`src/cmm_cfg.svh`:
```
// register offsets, reset values and field positions for the core memory map
`ifndef CMM_CFG_SVH
`define CMM_CFG_SVH
`define CMM_PROG_LAST      14'h3FFF
`define CMM_LOW_RAM_LAST   8'h7F
`define CMM_OFF_STACK      8'h81
`define CMM_OFF_DP0_LOW    8'h82
`define CMM_OFF_DP0_HIGH   8'h83
`define CMM_OFF_DP1_LOW    8'h84
`define CMM_OFF_DP1_HIGH   8'h85
`define CMM_OFF_MODE       8'h86
`define CMM_OFF_STATUS     8'hD0
`define CMM_OFF_ACCUM      8'hE0
`define CMM_OFF_HELPER     8'hF0
`define CMM_OFF_EXT_OP     8'hF1
`define CMM_RST_STACK      8'h07
`define CMM_RST_ZERO       8'h00
`define CMM_MODE_MASK      8'h0D
`define CMM_STATUS_MASK    8'hFD
`define CMM_MODE_DPSEL     0
`define CMM_MODE_MUL16     2
`define CMM_MODE_DIV16     3
`define CMM_STATUS_BANK_LO 3
`define CMM_STATUS_BANK_HI 4
`define CMM_UNMAPPED_READ  8'h00
`endif

```
`src/cmm_pkg.sv`:
```
// types shared by the core memory map files
package cmm_pkg;
  // one data-space access from the core
  typedef struct packed {
    logic       rd;
    logic       wr;
    logic       indirect;
    logic [7:0] addr;
    logic [7:0] wdata;
  } cmm_data_req_t;
  // mode bits decoded from the mode control register, bank from the status word
  typedef struct packed {
    logic       mul16;
    logic       div16;
    logic       dp_sel;
    logic [1:0] bank;
  } cmm_mode_t;
endpackage : cmm_pkg

```
`src/cmm_core_map.sv`:
```
// core memory map decoder and core special register file
`timescale 1ns/1ns
`include "cmm_cfg.svh"
module cmm_core_map
  import cmm_pkg::*;
(
  input  wire logic          ref_clk_i,
  input  wire logic          arst_n_i,
  input  wire logic [15:0]   prog_addr_i,
  input  wire cmm_data_req_t data_req_i,
  input  wire logic [2:0]    bank_reg_i,
  output logic               prog_sel_o,
  output logic [13:0]        prog_rom_addr_o,
  output logic [7:0]         data_rdata_o,
  output logic               data_hit_o,
  output logic [7:0]         bank_reg_addr_o,
  output logic [15:0]        active_primary_data_pointer_o,
  output logic [7:0]         accum_o,
  output logic [7:0]         helper_o,
  output logic [7:0]         ext_op_o,
  output logic [7:0]         stack_o,
  output logic [7:0]         status_o,
  output cmm_mode_t          mode_o
);
  logic [7:0] stack_q;
  logic [7:0] dp0_low_q;
  logic [7:0] dp0_high_q;
  logic [7:0] dp1_low_q;
  logic [7:0] dp1_high_q;
  logic [7:0] mode_q;
  logic [7:0] status_q;
  logic [7:0] accum_q;
  logic [7:0] helper_q;
  logic [7:0] ext_op_q;
  logic [7:0] ram_rdata;
  logic       ram_sel;
  logic       sfr_sel;
  logic       ram_we;
  logic [7:0] sfr_rdata;
  logic       sfr_hit;

  // true when an address is in the upper half shared with registers
  function automatic logic is_upper(input logic [7:0] a);
    return a > `CMM_LOW_RAM_LAST;
  endfunction : is_upper

  // direct write strobe for one register offset
  function automatic logic sfr_wr(input cmm_data_req_t r, input logic [7:0] off);
    return r.wr && !r.indirect && (r.addr == off);
  endfunction : sfr_wr

  // program space decode: anything above the last byte is not selected
  assign prog_sel_o      = (prog_addr_i[15:14] == 2'b00);
  assign prog_rom_addr_o = prog_addr_i[13:0];

  // ram takes low half always, upper half only indirectly
  assign ram_sel = !is_upper(data_req_i.addr) || data_req_i.indirect;
  assign sfr_sel = is_upper(data_req_i.addr) && !data_req_i.indirect;
  assign ram_we  = data_req_i.wr && ram_sel;

  // 256 bytes, upper half physically apart from register space
  cmm_data_ram u_ram (
    .ref_clk_i (ref_clk_i),
    .we_i      (ram_we),
    .addr_i    (data_req_i.addr),
    .wdata_i   (data_req_i.wdata),
    .rdata_o   (ram_rdata)
  );

  // stack pointer
  always_ff @(posedge ref_clk_i or negedge arst_n_i) begin
    if (!arst_n_i) begin
      stack_q <= `CMM_RST_STACK;
    end else if (sfr_wr(data_req_i, `CMM_OFF_STACK)) begin
      stack_q <= data_req_i.wdata;
    end
  end

  // primary data pointer bytes
  always_ff @(posedge ref_clk_i or negedge arst_n_i) begin
    if (!arst_n_i) begin
      dp0_low_q  <= `CMM_RST_ZERO;
      dp0_high_q <= `CMM_RST_ZERO;
    end else begin
      if (sfr_wr(data_req_i, `CMM_OFF_DP0_LOW)) begin
        dp0_low_q <= data_req_i.wdata;
      end
      if (sfr_wr(data_req_i, `CMM_OFF_DP0_HIGH)) begin
        dp0_high_q <= data_req_i.wdata;
      end
    end
  end

  // second data pointer bytes
  always_ff @(posedge ref_clk_i or negedge arst_n_i) begin
    if (!arst_n_i) begin
      dp1_low_q  <= `CMM_RST_ZERO;
      dp1_high_q <= `CMM_RST_ZERO;
    end else begin
      if (sfr_wr(data_req_i, `CMM_OFF_DP1_LOW)) begin
        dp1_low_q <= data_req_i.wdata;
      end
      if (sfr_wr(data_req_i, `CMM_OFF_DP1_HIGH)) begin
        dp1_high_q <= data_req_i.wdata;
      end
    end
  end

  // mode control keeps only its three storage bits
  always_ff @(posedge ref_clk_i or negedge arst_n_i) begin
    if (!arst_n_i) begin
      mode_q <= `CMM_RST_ZERO;
    end else if (sfr_wr(data_req_i, `CMM_OFF_MODE)) begin
      mode_q <= data_req_i.wdata & `CMM_MODE_MASK;
    end
  end

  // status word, bit 1 held at zero
  always_ff @(posedge ref_clk_i or negedge arst_n_i) begin
    if (!arst_n_i) begin
      status_q <= `CMM_RST_ZERO;
    end else if (sfr_wr(data_req_i, `CMM_OFF_STATUS)) begin
      status_q <= data_req_i.wdata & `CMM_STATUS_MASK;
    end
  end

  // accumulator, helper and extended operand
  always_ff @(posedge ref_clk_i or negedge arst_n_i) begin
    if (!arst_n_i) begin
      accum_q  <= `CMM_RST_ZERO;
      helper_q <= `CMM_RST_ZERO;
      ext_op_q <= `CMM_RST_ZERO;
    end else begin
      if (sfr_wr(data_req_i, `CMM_OFF_ACCUM)) begin
        accum_q <= data_req_i.wdata;
      end
      if (sfr_wr(data_req_i, `CMM_OFF_HELPER)) begin
        helper_q <= data_req_i.wdata;
      end
      if (sfr_wr(data_req_i, `CMM_OFF_EXT_OP)) begin
        ext_op_q <= data_req_i.wdata;
      end
    end
  end

  // register read mux; unassigned offsets hold nothing and read a fixed value
  always_comb begin
    sfr_hit   = 1'b1;
    sfr_rdata = `CMM_UNMAPPED_READ;
    unique case (data_req_i.addr)
      `CMM_OFF_STACK:    sfr_rdata = stack_q;
      `CMM_OFF_DP0_LOW:  sfr_rdata = dp0_low_q;
      `CMM_OFF_DP0_HIGH: sfr_rdata = dp0_high_q;
      `CMM_OFF_DP1_LOW:  sfr_rdata = dp1_low_q;
      `CMM_OFF_DP1_HIGH: sfr_rdata = dp1_high_q;
      `CMM_OFF_MODE:     sfr_rdata = mode_q;
      `CMM_OFF_STATUS:   sfr_rdata = status_q;
      `CMM_OFF_ACCUM:    sfr_rdata = accum_q;
      `CMM_OFF_HELPER:   sfr_rdata = helper_q;
      `CMM_OFF_EXT_OP:   sfr_rdata = ext_op_q;
      default: begin
        sfr_hit   = 1'b0;
        sfr_rdata = `CMM_UNMAPPED_READ;
      end
    endcase
  end

  // combinational read path back to the core
  assign data_rdata_o = sfr_sel ? sfr_rdata : ram_rdata;
  assign data_hit_o   = ram_sel || sfr_hit;

  // working register address within the selected bank
  assign bank_reg_addr_o = {3'b000, status_q[`CMM_STATUS_BANK_HI:`CMM_STATUS_BANK_LO],
                            bank_reg_i};

  // pointer select for all pointer instructions
  assign active_primary_data_pointer_o = mode_q[`CMM_MODE_DPSEL] ? {dp1_high_q, dp1_low_q}
                                                 : {dp0_high_q, dp0_low_q};

  // decoded mode bits and status bank bits for the execution unit, one driver for the whole struct
  assign mode_o = '{mul16:  mode_q[`CMM_MODE_MUL16],
                    div16:  mode_q[`CMM_MODE_DIV16],
                    dp_sel: mode_q[`CMM_MODE_DPSEL],
                    bank:   status_q[`CMM_STATUS_BANK_HI:`CMM_STATUS_BANK_LO]};
  // register views for the execution unit
  assign accum_o       = accum_q;
  assign helper_o      = helper_q;
  assign ext_op_o      = ext_op_q;
  assign stack_o       = stack_q;
  assign status_o      = status_q;
endmodule : cmm_core_map

```
`src/cmm_data_ram.sv`:
```
// 256-byte internal data ram, write on clock, combinational read
`timescale 1ns/1ns
module cmm_data_ram
  import cmm_pkg::*;
(
  input  wire logic       ref_clk_i,
  input  wire logic       we_i,
  input  wire logic [7:0] addr_i,
  input  wire logic [7:0] wdata_i,
  output logic      [7:0] rdata_o
);
  logic [7:0] mem_q [0:255];
  // storage write, contents not reset
  always_ff @(posedge ref_clk_i) begin
    if (we_i) begin
      mem_q[addr_i] <= wdata_i;
    end
  end
  assign rdata_o = mem_q[addr_i];
endmodule : cmm_data_ram

```
`config.mk`:
```
export PLATFORM = sky130hd
export DESIGN_NAME = cmm_core_map
export DESIGN_NICKNAME = d
export VERILOG_FILES = /design/src/cmm_pkg.sv /design/src/cmm_core_map.sv /design/src/cmm_data_ram.sv
export VERILOG_INCLUDE_DIRS = /design/src
export SDC_FILE = /design/constraint.sdc
export NUM_CORES = 2
export LEC_CHECK = 0
export ABC_AREA = 1
export BUFFER_PORTS_ARGS = -buffer_cell sky130_fd_sc_hd__buf_2
export CORE_MARGIN = 8
export CORE_UTILIZATION = 43
export DETAILED_ROUTE_END_ITERATION = 16
export GPL_TIMING_DRIVEN = 0
export PLACE_DENSITY = 0.61
export REMOVE_ABC_BUFFERS = 1
export SLEW_MARGIN = 40
export SYNTH_ARGS = -nofsm -noshare
export SYNTH_HDL_FRONTEND = slang
export SYNTH_SLANG_ARGS = --single-unit
```
`constraint.sdc`:
```
create_clock -name ref_clk_i -period 2.17 [get_ports ref_clk_i]
set_clock_uncertainty 0.05 [all_clocks]
set_input_delay 0.434 -clock ref_clk_i [delete_from_list [all_inputs] [get_ports ref_clk_i]]
set_output_delay 0.434 -clock ref_clk_i [all_outputs]
set_load 0.02 [all_outputs]
```
== Yosys cells after proc, flatten, opt, wreduce, memory -nomap -nowiden ==
Memory sizes are Yosys's and may differ from the RTL's.
Cells that the tools add are included.

* Bits in registers: 74
* Output and inout port bits: 93
* Word-level logic and storage cells: 47
* Memory bits (writable): 2,048
* Memories: 1
* Input port bits: 40

{| class="wikitable"
|+ Memories
! name !! words !! width !! rd ports !! clocked after Yosys merged registers in !! write ports !! line !! RTL
|-
| u_ram.mem_q || 256 || 8 || 1 || 0 || 1 || cmm_data_ram.sv:12 || <nowiki>logic [7:0] mem_q [0:255];</nowiki>
|}

* Order comparisons: 1
* Reduce and logical (&&, ||, !) cells: 19
* Equality and inequality tests: 10
* Muxes and demuxes: 6

{| class="wikitable"
|+ Operator list
! operator !! count
|-
| equality test 8 bit (second input constant) || 10
|-
| one-hot mux 8 bit (10 select lines) || 1
|-
| 2-to-1 mux 16 bit || 1
|-
| logical AND 1 bit || 13
|-
| OR reduction 10 bit || 1
|-
| greater-than comparator 8 x 7 -> 1 bit (second input constant) || 1
|-
| 2-to-1 mux 8 bit || 1
|-
| 2-to-1 mux 1 bit || 3
|-
| logical NOT 1 bit || 2
|-
| logical NOT 2 bit || 1
|-
| logical OR 1 bit || 2
|}

== Longest topological paths before layout ==
* Depth after elaboration: 6
* Depth in mapped cells: 19
* Depth with buffers taken out: 15

== Hierarchy ==
From an unflattened synthesis, not the netlist that was laid out.

* Cells, all modules: 8,566
* Area, all modules: 88,870.2 um^2

{| class="wikitable"
|+ Modules (own cells, without submodules)
! module !! times used !! cells an instance !! area each (um^2) !! sequential area each (um^2)
|-
| cmm_data_ram || 1 || 8,013 || 84,696.2 || 61,499.0
|-
| cmm_core_map || 1 || 553 || 4,174.0 || 1,855.5
|}

== Worst setup path before layout ==
No wires, ideal clock.

* Kind: input-to-reg
* Start point: input data_req_i[11] (netlist name)
* End point: memory u_ram.mem_q[132][0], enable pin
* Path slack: -0.254 ns
* Stages on the path: 7
* Buffers on the path: 2
* Data arrival time: 1.980 ns
* Library setup time: 0.395 ns
* Required time: 1.725 ns
* Path through: inv_1 -> nand2_1 -> inv_2 -> buf_2 -> buf_2 -> nand2_1 -> nor4_1

* Word-level cells in the longest chain between the ends: 6

{| class="wikitable"
|+ RTL lines
! item !! line !! RTL
|-
| start, declared || cmm_core_map.sv:10 || <nowiki>input wire cmm_data_req_t data_req_i,</nowiki>
|-
| greater-than comparator 8 x 7 -> 1 bit (no source line) || - ||
|-
| logical NOT 1 bit || cmm_core_map.sv:57 || <nowiki>assign ram_sel = !is_upper(data_req_i.addr) || data_req_i.indirect;</nowiki>
|-
| logical OR 1 bit || cmm_core_map.sv:57 ||
|-
| logical AND 1 bit || cmm_core_map.sv:59 || <nowiki>assign ram_we = data_req_i.wr && ram_sel;</nowiki>
|-
| 2-to-1 mux 1 bit || cmm_data_ram.sv:15 || <nowiki>if (we_i) begin</nowiki>
|-
| 2-to-1 mux 1 bit (implied by the code) || cmm_data_ram.sv:16 || <nowiki>mem_q[addr_i] <= wdata_i;</nowiki>
|-
| end, declared || cmm_data_ram.sv:12 ||
|}

Parallel ways exist; a longest one is shown, timed or not.

== Worst setup path after layout ==
* Start point: input data_req_i[8] (netlist name)
* End point: output data_rdata_o[7]

* Word-level cells in the longest chain between the ends: 3
* Elaborated cells between the ends (all ways): 15
* Classes of those cells: order compare (1); eq/ne (10); mux (2); reduce/logical (1); memory (1)

{| class="wikitable"
|+ RTL lines
! item !! line !! RTL
|-
| parallel branches: the longest is 2 deep, another holds memory read (256 x 8 bit) || - ||
|-
| 2-to-1 mux 8 bit (*) || cmm_core_map.sv:169 || <nowiki>assign data_rdata_o = sfr_sel ? sfr_rdata : ram_rdata;</nowiki>
|-
| end, declared || cmm_core_map.sv:14 || <nowiki>output logic [7:0] data_rdata_o,</nowiki>
|}

Mark *: on every way between the ends.

==> flow_summary.yaml <==
detailed_routing:
  drtIter0Drc: 6371
  wl_mm: 257
  drc: 0
  wire_per_inst_um: 22.3
  vias: 60812
  drtPass1Iterations: 6
  antenna_left: 0
  via_per_inst: 5.28
worst_hold_path:
  whs_path_depth: 4
  worst_hold_startpoint: "data_req_i[16]"
  hold_path.class: "input pin to flop"
  min_to: "mode_q[0]"
logic_synthesis:
  ys_top_cells_by_count: "nand2_1 (4,916), edfxtp_1 (2,048), nor2_1 (594), nand3_1 (199), buf_2 (196)"
  yosys-top-cells-area: "edfxtp_1 (69%), nand2_1 (21%), nor2_1 (2.5%), dfrtp_1 (2.0%), nand3_1 (1.1%)"
  yosys_warnings: 0
  yosysMostFrequentCell: "nand2_1"
  synth_edf_count: 2048
  avgSynthCellArea_sq_um: 10.4
  async_flop_share_pct: 3.49
  synth_top_cell_by_area: "edfxtp_1"
  ys_seq_area_share_pct: 71.4
  synth_top_area_share_pct: 69.3
  synth_cell_types: 30
  synth_cells: 8555
  synthesis.area_sq_um: 88800
  ys_ff_latch: 2122
  synthFlopType: "edfxtp_1"
sta:
  fin_ws_ns: -1.61
  fin_crit_ns: 3.78
  max-slew-margin-rel_pct: 10.9
  timing_worst_slew_pin_value_ns: 1.33
  post-route-period-util_pct: 174
  grt_setup_unrepaired: "yes"
  setup_viol: 745
  drv_slew: 0
  max_freq_ghz: 0.265
  finalHoldViolCount: 0
worst_setup_path:
  slowest_delay_ns: 0.28
  crit_top_cell: "nand2_1"
  start_kind: "input pin"
  worst-setup-path-type: "input pin to output pin"
  startpoint: "data_req_i[8]"
  crit_family: "simple AND/OR/NAND/NOR gates"
  path_cells: "buf_16 -> buf_16 -> buf_16 -> buf_16 -> inv_16 -> buf_16 -> nand2_1 -> nand2_1 -> nand2_1 -> nand2_1 -> nand2_1 -> nand2_1 -> nor2_4 -> nor2_1 -> nor2_2 -> nand2_1 -> nand2_1 -> nand2_2 -> o21ai_4 -> nand2_2 -> buf_6"
  path_buf_inv: 7
  arrival_ns: 3.30
  worstPathMaxFanout: 59
  end_kind: "output pin"
  timing.rr.end: "mode_q[0]"
  r2r-start: "mode_q[0]"
  regToRegSetupSlack_ns: 0.86
  crit_path_top_delay_cell: "o21ai_4"
  rr_worst_depth: 5
  required_ns: 1.69
cells_and_area:
  fillCellCount: 17423
  final_util_pct: 51.2
  design_area_sq_um: 105000
  layout.nets: 8707
  drive_gt1_share_pct: 12.9
  syn_to_final_growth_pct: 18.2
  final-seq-area_sq_um: 63400
  multi_input_area_sq_um: 25300
placement:
  hpwl_mm: 140
  gp_congestion: 0.837
  numPortBuffers: 93
  place_area_sq_um: 93300
floorplanning:
  die_area_sq_um: 221000
  die_width_um: 470
  dieHeight_um: 470
  num_io_pins: 133
  row_count: 166
  coreArea_sq_um: 205000
  start_util_pct: 43.3
global_routing:
  grt_antenna_before_repair: 5
  groute.usage.overall_pct: 22.4
  grt_max_degree: 112
  overflow: 0
  grt_pass1_wl_mm: 377
  grt_pass1_vias: 57805
clock_tree:
  cts_tree: "yes"
  h-tree-depth: 4
  clkTransAtPathRegs_ns: 0.06
  cts_sinks: 2122
  root_buffer: "clkbuf_16"
  cts_max_path_buffers: 3
  clock_latency_ns: 0.84
  cts_made_buffers: 206
outcome:
  violations: "setup timing"
  status: "finished with violations"
power_and_ir_drop:
  max-vdd-ir-drop_mv: 0.879
  leakage_uw: 0.0414
  power_density_nw_per_um2: 821
flow_run:
  drv_cap: 0
==> worst reg2reg max path, cell delays in order, from the launching register on <==
cell and delay, ns:
dfrtp_4 0.55, buf_4 0.18, clkbuf_16 0.15, buf_4 0.13, nand2_1 0.05, o21ai_1 0.06
==> where the power goes <==
| group | switching (uW) | internal (uW) |
|---|---|---|
| clock network | 15000 | 19400 |
| logic | 4550 | 2010 |
| registers | 52.6 | 45000 |
| total | 19600 | 66500 |
==> cell families (layout without fill, tap and decap cells) <==
kind of cell | Yosys count | in the layout | synth area share, %
AOI/OAI and AO/OA | 194 | 194 | 1.19
buffers and inverters | 510 | 786 | 2.85
DFF | 2122 | 2122 | 71.4
other | 1 | 6 | 0.00422
and+or+nand+nor | 5728 | 5728 | 24.6
==> layer usage <==
| layer | wire length, um | vias up | part of all wire [%] | GRT usage (%) |
|---|---|---|---|---|
| met3 | 20300 | 478 | 7.9 | 3.81 |
| met5 | 29 | - | 0.011 | 0 |
| met4 | 10200 | 4 | 4.0 | 9.03 |
| met1 | 107000 | 29451 | 41 | 30.6 |
| met2 | 120000 | 2588 | 47 | 35.8 |
| li1 | - | 28291 | - | - |
==> per-stage QoR <==
stage / power, uW / hold slack (ns) / setup slack (ns) / TNS, ns / instances
CTS: 86200 / 0.121 / -1.55 / -898.23 / 11470
global route: 88400 / 0.233 / -1.63 / -142.93 / 11524
detailed placement: 51200 / 0.286 / -4.28 / -3895.73 / 10987
floorplan: 48500 / 0.0884 / -9.00 / -9232.02 / 8100
global placement: 51800 / 0.417 / -50.09 / - / 10881
finish: 86100 / 0.224 / -1.61 / -121.63 / 11524
==> worst max-delay path by stage <==
stage,endpoint,slack (ns),cells past startpoint
CTS,data_rdata_o[6],-1.55,23
detailed placement,data_rdata_o[6],-4.28,22
floorplan,u_ram.mem_q[106][0],-9.00,4
finish,data_rdata_o[7],-1.61,21
global route,data_rdata_o[6],-1.63,22
global placement,u_ram.mem_q[74][1],-50.09,4
==> what timing repair did <==
action / 4_1_cts / 5_1_grt
endpoints found under the setup margin: 2137 / 2101
hold buffers: 11 / 0
pin swaps: 75 / 78
buffers inserted: 34 / 46
hold endpoints to repair: 387 / 0
cloned: 63 / 7
resized for setup: 285 / 458
==> cell type report <==
class / instances / area share [%]
diodes: 2 / 0.00477
clock buffers: 279 / 5.40
clock inverters: 96 / 0.705
inverters: 52 / 0.258
multi-input cells: 5926 / 24.1
flip-flops and latches: 2122 / 60.4
well taps: 2688 / 3.21
repair buffers: 352 / 5.86
repair inverters: 7 / 0.0596
==> placed cells by master (no fill, tap or decap), types with 32 or more instances in the layout <==
cell type  instances
a21oi_1           43
buf_6             34
nand2_2           91
buf_4             57
nor2_4           141
o21ai_0           87
buf_12            32
inv_1             35
dfrtp_1           70
buf_2             60
nor2_2           202
buf_16            92
nand2_1         4796
nand3_1          181
clkbuf_16        223
edfxtp_1        2048
bufbuf_16         39
clkbuf_1          61
nor2_1           260
clkinv_1          52
==> sequential cells by signal (all words and copies together) (netlist names) <==
register	flops
u_ram.mem_q	2048
accum_o	8
dp0_high_q	8
dp0_low_q	8
dp1_high_q	8
dp1_low_q	8
ext_op_o	8
helper_o	8
stack_o	8
status_o	7
mode_q	3
(Power assumes the default switching activity.)
